[src/shared/chgms_pkg.sv]
// Constants, enumerations and carrier types of the charge mode/reset core
package chgms_pkg;

  // ****************************************************************
  // Time base
  // ****************************************************************
  localparam int unsigned CORE_CLK_HZ = 25_000_000;
  localparam int unsigned TICK_HZ = 1_000_000;
  localparam int unsigned CYC_PER_TICK = CORE_CLK_HZ / TICK_HZ;
  localparam int unsigned TICKS_PER_MS = TICK_HZ / 1000;
  localparam int unsigned TICKS_PER_S = TICK_HZ;

  // ****************************************************************
  // Durations, in their own units
  // ****************************************************************
  localparam int unsigned T_RESET_MS = 700;
  localparam int unsigned T_POLL_PER_MS = 624;
  localparam int unsigned T_POLL_W_MS = 100;
  localparam int unsigned T_CHG_CYCLE_MS = 1077;
  localparam int unsigned T_CHG_W_MS = 1048;
  localparam int unsigned T_DIS_PER_MS = 1050;
  localparam int unsigned T_DIS_W_MS = 400;
  localparam int unsigned T_MAINT_PER_S = 40;
  localparam int unsigned T_TOPUP_PER_S = 10;
  localparam int unsigned T_TEN_HOUR_H = 10;
  localparam int unsigned T_COND_H = 10;
  localparam int unsigned SEC_PER_H = 3600;

  // ****************************************************************
  // Synchroniser and counter widths
  // ****************************************************************
  localparam int unsigned SYNC_W = 13;
  localparam int unsigned TOP_DIV_W = 5;
  localparam int unsigned LOW_CNT_W = 21;
  localparam int unsigned SES_W = 36;

  // ****************************************************************
  // Enumerations
  // ****************************************************************
  typedef enum logic [1:0] {
    LVL_LOW  = 2'b00,
    LVL_OPEN = 2'b01,
    LVL_HIGH = 2'b10
  } chgms_level_type;

  typedef enum logic [2:0] {
    AUX_FAST    = 3'b000,
    AUX_TEST    = 3'b001,
    AUX_DIRECT  = 3'b010,
    AUX_DISONLY = 3'b011,
    AUX_DISCHG  = 3'b100,
    AUX_COND    = 3'b101,
    AUX_TENHR   = 3'b110
  } chgms_aux_type;

  typedef enum logic [3:0] {
    ST_HOLD  = 4'b0000,
    ST_POLL  = 4'b0001,
    ST_WAIT  = 4'b0010,
    ST_DISCH = 4'b0011,
    ST_FAST  = 4'b0100,
    ST_TOPUP = 4'b0101,
    ST_MAINT = 4'b0110,
    ST_TEST  = 4'b0111,
    ST_STOP  = 4'b1000,
    ST_SHUT  = 4'b1001
  } chgms_state_type;

  // ****************************************************************
  // Carriers
  // ****************************************************************
  typedef struct packed {
    logic hi;
    logic lo;
  } chgms_tri_type;

  typedef struct packed {
    logic vin_above_ref;
    logic ref_above_fast_lim;
    logic ref_above_shut;
    logic cell_at_floor;
  } chgms_cmp_type;

  typedef struct packed {
    chgms_state_type state;
    chgms_aux_type aux_mode;
    chgms_level_type rate_a;
    chgms_level_type rate_b;
  } chgms_status_type;

endpackage

[src/core/chgms_core.sv]
// Charge controller core: mode decode, master reset, sequencing, removal
// Summary of operation
// [RQ1] Both aux pins low: system test mode
// [RQ2] Low/high: indefinite C/40 maintenance, no fast
// [RQ3] Open/low: discharge to 1V/cell, then stop
// [RQ4] High/low: discharge to 1V/cell, then charge
// [RQ5] High/open: timed C/10 topping, then maintenance
// [RQ6] Both high: total charge capped at 10h
// [RQ7] Reset accepted only after low over 700ms
// [RQ8] Held in reset while reset input low
// [RQ9] Mode, rate, timer, test cleared by reset
// [RQ10] Power-up performs a reset by itself
// [RQ11] Timing counted in 1 MHz ticks
// [RQ12] External clock duty within 10% to 60%
// [RQ13] Compare battery to reference only while charging
// [RQ14] Battery above reference means removed: poll
// [RQ15] Reference above 2.3V blocks fast charge
// [RQ16] Reference above 4V: shutdown until reset
// [RQ17] Polling emits periodic probe charge pulses
// [RQ18] Charge request high asks for current
// [RQ19] Select pins decode low, open, high
// [RQ20] Aux pins latched at reset end
// [RQ21] Both aux open: default fast charge
`timescale 1ns/1ns
module chgms_core
  import chgms_pkg::*;
#(
  parameter int unsigned RESET_TICKS = T_RESET_MS * TICKS_PER_MS,
  parameter int unsigned POLL_PER_TICKS = T_POLL_PER_MS * TICKS_PER_MS,
  parameter int unsigned POLL_W_TICKS = T_POLL_W_MS * TICKS_PER_MS,
  parameter int unsigned CHG_PER_TICKS = T_CHG_CYCLE_MS * TICKS_PER_MS,
  parameter int unsigned CHG_W_TICKS = T_CHG_W_MS * TICKS_PER_MS,
  parameter int unsigned DIS_PER_TICKS = T_DIS_PER_MS * TICKS_PER_MS,
  parameter int unsigned DIS_W_TICKS = T_DIS_W_MS * TICKS_PER_MS,
  parameter int unsigned MAINT_PER_TICKS = T_MAINT_PER_S * TICKS_PER_S,
  parameter int unsigned TOPUP_PER_TICKS = T_TOPUP_PER_S * TICKS_PER_S,
  parameter logic [35:0] TEN_HOUR_TICKS =
    36'(64'(T_TEN_HOUR_H) * 64'(SEC_PER_H) * 64'(TICKS_PER_S)),
  parameter logic [35:0] COND_TICKS =
    36'(64'(T_COND_H) * 64'(SEC_PER_H) * 64'(TICKS_PER_S))
) (
  // Clock and reset
  input wire logic core_clk_i,
  input wire logic nrst_i,
  // Pins, asynchronous
  input wire logic master_reset_low_i,
  input chgms_tri_type aux_mode_sel_a_i,
  input chgms_tri_type aux_mode_sel_b_i,
  input chgms_tri_type rate_sel_a_i,
  input chgms_tri_type rate_sel_b_i,
  input chgms_cmp_type cmp_i,
  // Termination logic, same clock
  input wire logic fast_done_i,
  // Outputs
  output logic charge_request_out_o,
  output logic discharge_out_o,
  output logic polling_indicator_low_o,
  output chgms_status_type status_o
);

  // ****************************************************************
  // Input synchronisation
  // ****************************************************************
  logic [SYNC_W-1:0] raw;
  logic [SYNC_W-1:0] syn;
  chgms_tri_type aux_a_s, aux_b_s, rate_a_s, rate_b_s;
  chgms_cmp_type cmp_s;
  logic mrl_s;

  assign raw = {master_reset_low_i, aux_mode_sel_a_i, aux_mode_sel_b_i,
                rate_sel_a_i, rate_sel_b_i, cmp_i};
  assign {mrl_s, aux_a_s, aux_b_s, rate_a_s, rate_b_s, cmp_s} = syn;

  chgms_sync #(.W(SYNC_W)) u_sync (.core_clk_i(core_clk_i), .nrst_i(nrst_i),
    .async_i(raw), .sync_o(syn));

  // Floating mid-supply shows neither threshold, so reads open
  function automatic chgms_level_type lvl(input chgms_tri_type p);
    if (p.hi && !p.lo) return LVL_HIGH; // [RQ19]
    if (p.lo && !p.hi) return LVL_LOW; // [RQ19]
    return LVL_OPEN; // [RQ19]
  endfunction

  function automatic chgms_aux_type aux_decode(input chgms_level_type a,
                                               input chgms_level_type b);
    case ({a, b})
      {LVL_LOW, LVL_LOW}: return AUX_TEST; // [RQ1]
      {LVL_LOW, LVL_HIGH}: return AUX_DIRECT; // [RQ2]
      {LVL_OPEN, LVL_LOW}: return AUX_DISONLY; // [RQ3]
      {LVL_HIGH, LVL_LOW}: return AUX_DISCHG; // [RQ4]
      {LVL_HIGH, LVL_OPEN}: return AUX_COND; // [RQ5]
      {LVL_HIGH, LVL_HIGH}: return AUX_TENHR; // [RQ6]
      default: return AUX_FAST; // [RQ21]
    endcase
  endfunction

  // ****************************************************************
  // Time base and master reset filter
  // ****************************************************************
  logic [TOP_DIV_W-1:0] div_r, div_nxt;
  logic [LOW_CNT_W-1:0] low_cnt_r, low_cnt_nxt;
  logic tick;
  logic hold_req;

  assign tick = (div_r == TOP_DIV_W'(CYC_PER_TICK - 1)); // [RQ11]
  assign hold_req = (low_cnt_r > LOW_CNT_W'(RESET_TICKS)); // [RQ7]

  always_comb begin
    div_nxt = tick ? '0 : div_r + 1'b1;
    low_cnt_nxt = low_cnt_r;
    if (mrl_s) begin
      low_cnt_nxt = '0;
    end else if (tick && !hold_req) begin
      low_cnt_nxt = low_cnt_r + 1'b1; // [RQ7]
    end
  end

  always_ff @(posedge core_clk_i or negedge nrst_i) begin
    if (!nrst_i) begin
      div_r <= '0;
      low_cnt_r <= '0;
    end else begin
      div_r <= div_nxt;
      low_cnt_r <= low_cnt_nxt;
    end
  end

  // ****************************************************************
  // Sequencer
  // ****************************************************************
  chgms_state_type state_r, state_nxt;
  chgms_aux_type aux_r, aux_nxt;
  chgms_level_type rate_a_r, rate_a_nxt, rate_b_r, rate_b_nxt;
  logic [31:0] ph_r, ph_nxt;
  logic [SES_W-1:0] ses_r, ses_nxt;
  logic chg_r, chg_nxt, dis_r, dis_nxt, pol_n_r, pol_n_nxt;
  logic [31:0] per_c, wid_c, per_n, wid_n;
  logic sample;
  logic charging;

  function automatic void pulse_shape(input chgms_state_type s,
                                      output logic [31:0] per,
                                      output logic [31:0] wid);
    per = CHG_PER_TICKS;
    wid = CHG_W_TICKS;
    case (s)
      ST_POLL: begin
        per = POLL_PER_TICKS;
        wid = POLL_W_TICKS;
      end
      ST_DISCH: begin
        per = DIS_PER_TICKS;
        wid = DIS_W_TICKS;
      end
      ST_MAINT: per = MAINT_PER_TICKS;
      ST_TOPUP: per = TOPUP_PER_TICKS;
      default: per = CHG_PER_TICKS;
    endcase
  endfunction

  // Start state after polling; fast charge is entered only from ST_WAIT
  function automatic chgms_state_type start_of(input chgms_aux_type m);
    case (m)
      AUX_DIRECT: return ST_MAINT; // [RQ2]
      AUX_DISONLY, AUX_DISCHG: return ST_DISCH; // [RQ3] [RQ4]
      AUX_COND: return ST_TOPUP; // [RQ5]
      default: return ST_WAIT;
    endcase
  endfunction

  assign charging = (state_r == ST_FAST) || (state_r == ST_TOPUP) ||
                    (state_r == ST_MAINT);
  // Sample at the last tick of a pulse, once the source has settled
  assign sample = tick && chg_r && (ph_r == wid_c - 1); // [RQ13]

  always_comb begin
    pulse_shape(state_r, per_c, wid_c);
    state_nxt = state_r;
    aux_nxt = aux_r;
    rate_a_nxt = rate_a_r;
    rate_b_nxt = rate_b_r;
    ses_nxt = ses_r;
    if (charging && tick) begin
      ses_nxt = ses_r + 1'b1;
    end
    case (state_r)
      ST_HOLD: begin
        ses_nxt = '0; // [RQ9]
        if (mrl_s && !hold_req) begin // [RQ8]
          aux_nxt = aux_decode(lvl(aux_a_s), lvl(aux_b_s)); // [RQ20]
          rate_a_nxt = lvl(rate_a_s); // [RQ9]
          rate_b_nxt = lvl(rate_b_s);
          state_nxt = (aux_decode(lvl(aux_a_s), lvl(aux_b_s)) == AUX_TEST)
                      ? ST_TEST : ST_POLL; // [RQ1]
        end
      end
      ST_POLL: begin
        if (sample && !cmp_s.vin_above_ref) begin // [RQ17]
          state_nxt = start_of(aux_r);
        end
      end
      ST_WAIT: begin
        if (!cmp_s.ref_above_fast_lim) begin // [RQ15]
          state_nxt = ST_FAST;
        end
      end
      ST_DISCH: begin
        if (cmp_s.cell_at_floor) begin
          state_nxt = (aux_r == AUX_DISONLY) ? ST_STOP : ST_WAIT; // [RQ3][RQ4]
        end
      end
      ST_FAST: begin
        if (fast_done_i) begin
          state_nxt = ST_MAINT;
        end
      end
      ST_TOPUP: begin
        if (ses_r >= COND_TICKS) begin
          state_nxt = ST_MAINT; // [RQ5]
        end
      end
      ST_MAINT, ST_TEST, ST_STOP, ST_SHUT: state_nxt = state_r;
      default: state_nxt = ST_HOLD;
    endcase
    if (charging && sample && cmp_s.vin_above_ref) begin
      state_nxt = ST_POLL; // [RQ14]
    end
    if (charging && aux_r == AUX_TENHR && ses_r >= TEN_HOUR_TICKS) begin
      state_nxt = ST_STOP; // [RQ6]
    end
    if (state_r != ST_HOLD && cmp_s.ref_above_shut) begin
      state_nxt = ST_SHUT; // [RQ16]
    end
    if (hold_req) begin
      state_nxt = ST_HOLD; // [RQ7] [RQ8] [RQ9]
    end
    if (state_nxt != state_r) begin
      ph_nxt = '0;
    end else if (tick) begin
      ph_nxt = (ph_r >= per_c - 1) ? '0 : ph_r + 1'b1;
    end else begin
      ph_nxt = ph_r;
    end
    pulse_shape(state_nxt, per_n, wid_n);
    chg_nxt = ((state_nxt == ST_POLL) || (state_nxt == ST_FAST) ||
               (state_nxt == ST_TOPUP) || (state_nxt == ST_MAINT) ||
               (state_nxt == ST_TEST)) && (ph_nxt < wid_n); // [RQ17] [RQ18]
    dis_nxt = (state_nxt == ST_DISCH) && (ph_nxt < wid_n);
    pol_n_nxt = (state_nxt != ST_POLL);
  end

  always_ff @(posedge core_clk_i or negedge nrst_i) begin
    if (!nrst_i) begin
      state_r <= ST_HOLD; // [RQ10]
      aux_r <= AUX_FAST;
      rate_a_r <= LVL_OPEN;
      rate_b_r <= LVL_OPEN;
      ph_r <= '0;
      ses_r <= '0;
      chg_r <= 1'b0;
      dis_r <= 1'b0;
      pol_n_r <= 1'b1;
    end else begin
      state_r <= state_nxt;
      aux_r <= aux_nxt;
      rate_a_r <= rate_a_nxt;
      rate_b_r <= rate_b_nxt;
      ph_r <= ph_nxt;
      ses_r <= ses_nxt;
      chg_r <= chg_nxt;
      dis_r <= dis_nxt;
      pol_n_r <= pol_n_nxt;
    end
  end

  assign charge_request_out_o = chg_r;
  assign discharge_out_o = dis_r;
  assign polling_indicator_low_o = pol_n_r;
  assign status_o = '{state: state_r, aux_mode: aux_r,
                      rate_a: rate_a_r, rate_b: rate_b_r};
endmodule

[src/core/chgms_sync.sv]
// Two-stage synchroniser for asynchronous pin levels
`timescale 1ns/1ns
module chgms_sync
  import chgms_pkg::*;
#(
  parameter int unsigned W = SYNC_W
) (
  // Clock and reset
  input wire logic core_clk_i,
  input wire logic nrst_i,
  // Levels
  input wire logic [W-1:0] async_i,
  output logic [W-1:0] sync_o
);

  logic [W-1:0] meta_r;

  // First stage feeds only the second one
  genvar gi;
  generate
    for (gi = 0; gi < W; gi++) begin : g_bit
      always_ff @(posedge core_clk_i or negedge nrst_i) begin
        if (!nrst_i) begin
          meta_r[gi] <= 1'b0;
          sync_o[gi] <= 1'b0;
        end else begin
          meta_r[gi] <= async_i[gi];
          sync_o[gi] <= meta_r[gi];
        end
      end
    end
  endgenerate

endmodule

[config.mk]
export PLATFORM = sky130hd
export DESIGN_NAME = chgms_core
export DESIGN_NICKNAME = d
export VERILOG_FILES = /design/src/shared/chgms_pkg.sv /design/src/core/chgms_core.sv /design/src/core/chgms_sync.sv
export SDC_FILE = /design/constraint.sdc
export NUM_CORES = 1
export LEC_CHECK = 0
export BUFFER_PORTS_ARGS = -buffer_cell sky130_fd_sc_hd__buf_2
export CAP_MARGIN = 30
export CORE_MARGIN = 2
export CORE_UTILIZATION = 43
export DETAILED_ROUTE_END_ITERATION = 8
export PLACE_DENSITY = 0.67
export SETUP_SLACK_MARGIN = 0.02
export SLEW_MARGIN = 20
export SYNTH_ARGS = -nofsm -noshare
export SYNTH_HDL_FRONTEND = slang
export SYNTH_SLANG_ARGS = --single-unit
export TNS_END_PERCENT = 5
[constraint.sdc]
create_clock -name core_clk_i -period 16.5 [get_ports core_clk_i]
set_input_delay 0 -clock core_clk_i [delete_from_list [all_inputs] [get_ports core_clk_i]]
set_output_delay 0 -clock core_clk_i [all_outputs]
set_load 0.03 [all_outputs]
# Word-level counts from Yosys, hierarchy flattened
# Cells that the tools add are included.
# Widths: inputs -> output; s select.
# totals
ff_bits	134
latch_bits	0
ramBits	0
mem_bits_ro	0
in_bits	16
out_inout_bits	14
wordCells	198
n_memories	0
# classes
n_addsub	6
mul	0
div_mod_pow	0
order_cmp	4
n_eq_ne	30
n_shift	0
n_mux	76
bitwise	0
n_reduce_logical	45
# op_table
op	count
$pmux 26 s4	1
$mux 32	3
$pmux 20 s2	2
$mux 36	2
$sub 32x1->32 const B	2
$mux 4	11
$mux 21	2
$mux 2	20
$add 36x1->36 const B	1
$eq 4x3->1 const B	9
$ge 36x36->1 const B	1
$add 32x1->32 const B	1
$eq 32x32->1	1
$ge 32x32->1	1
$lt 32x32->1	1
$mux 1	28
$pmux 4 s7	1
$add 21x1->21 const B	1
$gt 21x20->1 const B	1
$logic_and 1x1->1	21
$eq 4x4->1 const B	5
$pmux 3 s6	1
$eq 4x2->1 const B	4
$logic_not 1->1	10
other kinds (18)	31

# Logic depth before layout (Yosys ltp)
# Gate-level depths: netlist of run 1.
# depth
depth_word	30
depth_mapped	29

# By module
# From an unflattened synthesis of run 1, not the netlist that was laid out.
# unflattened
cells_unflattened	836
area_unflattened_um2	7840.0
# by_module_without_submodules
mod	n_inst	cells_each	area_each_um2	seq_area_each_um2
chgms_core	1	810	7189.4	2706.3
chgms_sync	1	26	650.6	650.6

# Worst setup path before layout of run 1
# OpenSTA, ideal clock, no wires.
# synth_timing
path_type	reg2reg
startpoint	register state_r[1]
endpoint	register chg_r, in the netlist charge_request_out_o
t_arrival_ns	5.441
path_slack_ns	10.964
stages_incl_launch_ff	27
path_buffers	3
synth_period_minus_slack_ns	5.536
cell_sequence	dfrtp_1 > clkbuf_1 > nor3_1 > or3_1 > nand2_1 > nor2_1 > ha_1 > a21o_1 > a21o_1 > a21oi_1 > o21ai_0 > a21o_1 > a211oi_1 > nor2_1 > or2_1 > buf_2 > buf_6 > nor2_1 > ha_1 > a21o_1 > a21o_1 > a21oi_1 > o21ai_0 > a311o_1 > o41ai_2 > a211oi_1 > nor4_2
# synth_via
word_cells_on_any_way	55
cone_classes	add/sub (2); order compare (2); eq/ne (17); mux (17); reduce/logical (17)
# synth_rtl
element	line_no	rtl
start, declared	chgms_core.sv:131	chgms_state_type state_r, state_nxt;
start signal, assigned	chgms_core.sv:264	state_r <= state_nxt;
$eq 4x2->1 / $eq 4x1->1 (equally long branches)	chgms_core.sv:146, chgms_core.sv:186	
$pmux 20 s2	chgms_core.sv:146	case (s)
$sub 32x1->32	chgms_core.sv:174	assign sample = tick && chg_r && (ph_r == wid_c - 1);
$eq 32x32->1	chgms_core.sv:174	
$logic_and 1x1->1	chgms_core.sv:174	
$logic_and 1x1->1	chgms_core.sv:198	if (sample && !cmp_s.vin_above_ref) begin
$mux 4	chgms_core.sv:198	
$pmux 4 s7	chgms_core.sv:186	case (state_r)
[... 2 more ...]	-	
$mux 4	chgms_core.sv:231	if (state_r != ST_HOLD && cmp_s.ref_above_shut) begin
$mux 4	chgms_core.sv:234	if (hold_req) begin
$ne 4x4->1	chgms_core.sv:237	if (state_nxt != state_r) begin
$mux 32 *	chgms_core.sv:237	
net ph_nxt[9]	chgms_core.sv:134	logic [31:0] ph_r, ph_nxt;
$lt 32x32->1 *	chgms_core.sv:247	(state_nxt == ST_TEST)) && (ph_nxt < wid_n);
$logic_and 1x1->1 *	chgms_core.sv:247	
net chg_nxt	chgms_core.sv:136	logic chg_r, chg_nxt, dis_r, dis_nxt, pol_n_r, pol_n_nxt;
end signal, assigned	chgms_core.sv:270	chg_r <= chg_nxt;
end, declared	chgms_core.sv:136	
# The timed path passes the listed nets; every way through them passes the cells marked *.
# A chain may end at the register's enable or synchronous reset.

# Final worst setup path of run 1
# layout_timing
startpoint	register state_r[2]
endpoint	register chg_r, in the netlist charge_request_out_o
# Same word-level chain as after synthesis.

==> metrics, run 1 <==
vias in the first global route=5886; port bufs=29; Unique masters post-synth=69; RSZ-0062 raised after global routing=no; Post-synth EDFFs=0; Fin Hold WS=198 ps; Largest stage delay, worst path=between 600 and 700 ps; All-Layer GR Usage=18.8%; Final nets=958; Critical Path RT=between 15000 and 20000 ps; Setup TNS Final=0 ps; Die Area=19300 um^2; Clock Root Buffer=clkbuf_16; clk sinks=~130; P&R area growth vs syn=14.5%; HP Class=in -> async; GRT met1 Usage=about a quarter; status=finished, final reports clean; ANT cells=0; #FFs+latches synth=134; Seq pwr share=45.6%; Main synth FF type=dfrtp_1; WS Path Type=reg -> reg; Synth area leaders=dfrtp_1 (42%), ha_1 (8.8%), xor2_1 (6.8%); hpwl dp=between 10000 and 15000 um; CP top delay family=compound AO/OA/AOI/OAI gates; Leak=4.31 nW; Yosys top cell by area=dfrtp_1; total number of vias=6138; grt total ovfl=0; mapped cell area=7840 um^2; Layout fillers=around 1600; Vias/cell=5.44; Final Hold Viols=0; FP Rows=49; drt pass-1 iters=5; final RePlAce weighted congestion=0.900; Net Switching=0.164 mW; measured slew at the worst slew-check pin=920 ps; CP Capture Type=flop; FFs w/ async S/R, synth=100%; Pint=roughly 0.58 mW; cell count after synthesis=836; pwr dens=82.4 nW/um^2; pin count of the biggest net entering global routing=85; Slowest cell on crit path=dfrtp_1; buffers and inverters on the worst path=2; post-synthesis sequential area ratio=42.8%; layout cells sized above 1=9.23%; CTS tree=yes; Clock Skews=11.5 ps; grt met2 use=29.3%; die width=139 um; global-route track usage on met3=4.01%; switching part of the total power=22.2%; count of synthesis-stage warnings from yosys=0; Routed WL per cell=15.6 um; global-route wire length before repair=29400 um; Pins Over Slew Limit=0; Fmax=160 MHz; DRC viols=0; initial antenna violation count=0; Crit Path Max Fanout=24; CP Data Arrival Time=6580 ps; Max Root-Sink Buffers=2; final setup violation count=0; H-tree levels=4; # IOs=30; Finished Core Util=50.1%; Initial Util=43.8%; most used routing layer=met2; maximum VDD drop=between 0.00006 and 0.00007 V; CTS resizes=0; Clk pwr share=51.2%; Startpoint Class=flop; Mapped Avg Cell Area=9.38 um^2; Post-DRT Antenna Nets=0; most frequent cell after synthesis=dfrtp_1; max-cap violations=0; min cycle time layout=6250 ps; DRT iter0 DRCs=345; final WL=roughly 18000 um; top cells by count, synth=dfrtp_1 (131), nor2_1 (116), nand2_1 (75), xor2_1 (61), ha_1 (55); Synth top area share=41.8%; clk_lat worst skew=420 ps; Comb power frac=3.2%; CP cell instances=nand2b_1 > nor3_1 > or3_1 > inv_1 > ha_1 > a31o_2 > a21oi_1 > o21ai_0 > nand3_1 > a31oi_1 > a211oi_1 > nor2_1 > or2_1 > buf_8 > nor2_1 > ha_1 > a21o_1 > a21o_1 > a21oi_1 > o21ai_0 > a311o_1 > o41ai_2 > a211oi_1 > nor4_2; core area=17900 um^2; Die Y=139 um; Slew headroom=38.2%; TritonCTS Buffers=17; CTS clk-pin slew, worst paths=60 ps; final period utilization=37.9%
[power groups by stage]
stage	Combinational (mW)	Sequential, mW	Clock (mW)
after global routing	0.0268	0.338	0.402
after global placement	0.0212	0.343	0
after floorplan	0.00792	0.345	0
final	0.0237	0.337	0.379
after detailed placement	0.0213	0.343	0
after CTS	0.0239	0.337	0.387
[path summary, 6_finish.rpt]
kind	start	cells past startpoint	slack, ps	end
setup / recovery	state_r[2]	24	10250	charge_request_out_o
hold / removal	nrst_i	2	200	ses_r[12]
setup reg to reg	state_r[2]	24	10250	charge_request_out_o
hold reg to reg	u_sync.meta_r[4]	0	350	u_sync.sync_o[4]
max in group asynchronous	nrst_i	3	15160	ses_r[35]
min in group core_clk_i	cmp_i[0]	2	210	u_sync.meta_r[0]
[logic make-up after synthesis]
kind of cell | after synthesis | synth area share [%]
AO/OA/AOI/OAI | 121 | 10.2
buffers and inverters | 52 | 2.82
other | 1 | 0.0478
flip-flops | 134 | 42.8
AND/OR/NAND/NOR | 382 | 24.8
adder cells (fa/ha/maj) | 55 | 8.78
multiplexers | 13 | 1.76
XOR/XNOR | 78 | 8.81
[repair_timing]
item                      CTS  global route
buffers inserted            0             0
hold buffers               14             0
hold endpoints to repair   95             0
[sequential cells by signal (all words and copies together) (netlist names), 2 cells and up]
name,count
div_r,5
u_sync.meta_r,13
rate_b_r,2
state_r,4
rate_a_r,2
u_sync.sync_o,13
ses_r,36
low_cnt_r,21
aux_r,3
ph_r,32
[placed cells by master, fill, tap and decap left out, drive strengths merged, types with 21 or more instances in the layout]
cell and n:
nand2 75, dfrtp 131, a21oi 34, nand3 43
o21ai 25, ha 55, inv 30, xor2 61
nand4 26, clkbuf 21, nor2 116, buf 32
and3 25
[through the flow]
stage          worst slack (ps)  area, um^2  std cells  power (mW)
6_report                  10250        8970       1128       0.740
3_5_place_dp              10170        8220       1081       0.365
3_3_place_gp              10390        8220       1081       0.364
5_1_grt                    9740        8970       1128       0.767
4_1_cts                   10120        8950       1126       0.749
2_1_floorplan             10960        7870        843       0.352
[final cells by class]
cell class              count  area (um^2)  area share [%]
repair buffers             47          329            3.67
clock inverters            11          125            1.39
clock buffers              20          467            5.20
well taps                 229          287            3.19
multi-input cells         657         4300            47.9
flip-flops and latches    134         3360            37.4
inverters                  30          113            1.25
[layer usage]
| metal | up-vias | routed length (um) |
|---|---|---|
| met3 | 23 | 643 |
| met2 | 141 | 8080 |
| li1 | 3056 | - |
| met4 | 0 | 340 |
| met1 | 2918 | 8590 |
| met5 | - | 0 |
No activity file was read; power rests on OpenSTA's default activity.
==> run 2: changes to the inputs <==
- clock period: 16.5 -> 6.1 ns (I/O delays scaled with it)
==> run 2 against run 1 <==
Effect of this change: setup slack lost 9700 ps; wire length grew 0.52%; power rose to 2.6 times the previous value; critical path depth up 3; critical path type unchanged; largest cell class unchanged; highest routed layer unchanged.
==> metrics, run 2 (synthesized netlist as in run 1, its figures left out) <==
status=finished, final reports clean; Comb power frac=3.5% (+0.3 points); Max Root-Sink Buffers=2 (unchanged); maximum VDD drop=0.000186 V (+170%); Clock Root Buffer=clkbuf_16; Final Hold Viols=0 (unchanged); Final Instance Area=9010 um^2 (+0.39%); Final nets=968 (+1.0%); Die Area=19300 um^2 (unchanged); H-tree levels=4 (unchanged); top flop regs=ses_r x36, ph_r x32, low_cnt_r x21; core area=17900 um^2 (unchanged); max-cap violations=0 (unchanged); Post-DRT Antenna Nets=0 (unchanged); min cycle time layout=5530 ps (-721 ps); Seq pwr share=47.5% (+1.9 points); crit path launch=state_r[3]; Post-Place Worst Slack=623 ps (-9550 ps); Post-CTS Setup Repair Bufs=0 (unchanged); ANT cells=0 (unchanged); Largest stage delay, worst path=430 ps (-230 ps); most frequent cells in the layout=dfrtp_1 (131), nor2_1 (116), nand2_1 (75); grt total ovfl=0 (unchanged); final RePlAce weighted congestion=0.905 (+0.52%); Slew headroom=43.5% (+5.3 points); Fmax=181 MHz (+13%); All-Layer GR Usage=19.0% (+0.21 points); max reg flops=36 (unchanged); Net Switching=0.444 mW (+170%); measured slew at the worst slew-check pin=842 ps (-78.7 ps); RSZ-0062 raised after global routing=no; HP Class=in -> async; switching part of the total power=23.1% (+0.94 points); # IOs=30 (unchanged); Die Y=139 um (unchanged); CTS tree=yes; clk sinks=134 (unchanged); Leak=4.34 nW (+0.80%); Startpoint Class=flop; setup ws final=566 ps (-9680 ps); Setup TNS Final=0 ps (unchanged); # placed instances=1093 (+1.1%); global-route wire length before repair=29900 um (+1.7%); CTS clk-pin slew, worst paths=60 ps (about the same); P&R area growth vs syn=14.9%; pin count of the biggest net entering global routing=56 (-34%); clk_lat worst skew=420 ps (about the same); final setup violation count=0 (unchanged); TritonCTS Buffers=17 (unchanged); pwr dens=213 nW/um^2 (+160%); CTS resizes=0 (unchanged); CP Data Arrival Time=5860 ps (-720 ps); vias in the first global route=6089 (+3.4%); final period utilization=90.7% (+53 points); Pins Over Slew Limit=0 (unchanged); DRT iter0 DRCs=354 (+2.6%); Slowest cell on crit path=or3_1; Vias/cell=5.49 (+0.97%); Routed WL per cell=15.6 um (-0.45%); Initial Util=43.8% (unchanged); Crit Path Max Fanout=27 (+13%); layout cells sized above 1=10.3% (+1.1 points); Critical Path RT=6430 ps (-10400 ps); Clock Skews=9.98 ps (-1.52 ps); Clk pwr share=49.0% (-2.2 points); WS Path Type=reg -> reg; final WL=17700 um (+0.52%); Largest Register=ses_r; hpwl dp=12900 um (+3.2%); launch point of the worst reg-to-reg path=state_r[3]; die width=139 um (unchanged); leading cell type in the layout, fill and taps excluded=dfrtp_1; Pint=1.48 mW (+160%); Layout Cells excl Fill=1139 (+0.98%); CP Capture Type=flop; port bufs=29 (unchanged); DRC viols=0 (unchanged); drt pass-1 iters=5 (unchanged); initial antenna violation count=0 (unchanged); placed cell areas=8320 um^2 (+1.2%); total number of vias=6258 (+2.0%); FP Rows=49 (unchanged)
## run 2: cell count changes in the layout (fill, tap and decap cells not counted), sizes merged
cell | before | now
buf | 32 | 43
bufinv | 2 | 0
clkbuf | 21 | 20
clkinv | 4 | 8
inv | 30 | 29
## run 2: critical path, delay by kind of cell, from the launching register on
kind / cells / cell delay, ps
adder cells (fa/ha/maj): 2 / 440
AND/OR/NAND/NOR: 9 / 1700
flip-flops: 1 / 320
buffers and inverters: 4 / 740
AO/OA/AOI/OAI: 12 / 2220
## run 2: layout make-up
type,count,area (um^2)
clock inverter,12,80.1
multi-input combinational,657,4300
sequential,134,3360
fill,1628,8890
timing repair buffer,57,409
inverter,30,113
clock buffer,20,467
tap,229,287
## run 2: stage by stage
stage,util (%),hold WS [ps],power (mW)
after global placement,46.4,-14.5,0.987
after CTS,50.3,128,1.94
final,50.3,102,1.92
after global routing,50.3,133,1.99
after floorplan,-,-296,0.953
after detailed placement,46.5,-14.2,0.990
## run 2: layer usage
| layer | wire, um | vias up | share of wire [%] | GRT usage, % |
|---|---|---|---|---|
| li1 | - | 3090 | - | - |
| met1 | 8410 | 3020 | 47 | 26.0 |
| met2 | 8190 | 121 | 46 | 29.9 |
| met3 | 826 | 27 | 4.7 | 4.80 |
| met4 | 312 | 0 | 1.8 | 5.95 |
| met5 | 0 | - | 0 | 0 |
## run 2: what timing repair did
action                                 4_1_cts  5_1_grt
setup endpoints to repair                    0        0
hold buffers                                14        0
endpoints found under the hold margin       67        0
## run 2: power by group through the flow
stage / registers (mW) / logic, mW / clock network, mW
2_1_floorplan: 0.932 / 0.0214 / 0
4_1_cts: 0.911 / 0.0702 / 0.960
5_1_grt: 0.912 / 0.0772 / 1.00
3_3_place_gp: 0.927 / 0.0603 / 0
6_report: 0.911 / 0.0680 / 0.939
3_5_place_dp: 0.927 / 0.0625 / 0
## run 2: worst paths after layout
| check | to | slack (ps) | depth (start not counted) |
|---|---|---|---|
| min | u_sync.meta_r[12] | 100 | 2 |
| max in group asynchronous | rate_b_r[0] | 4810 | 4 |
| min reg2reg | u_sync.sync_o[12] | 350 | 0 |
| min in group core_clk_i | u_sync.meta_r[11] | 210 | 2 |
| max reg2reg | charge_request_out_o | 570 | 27 |
| max | charge_request_out_o | 570 | 27 |
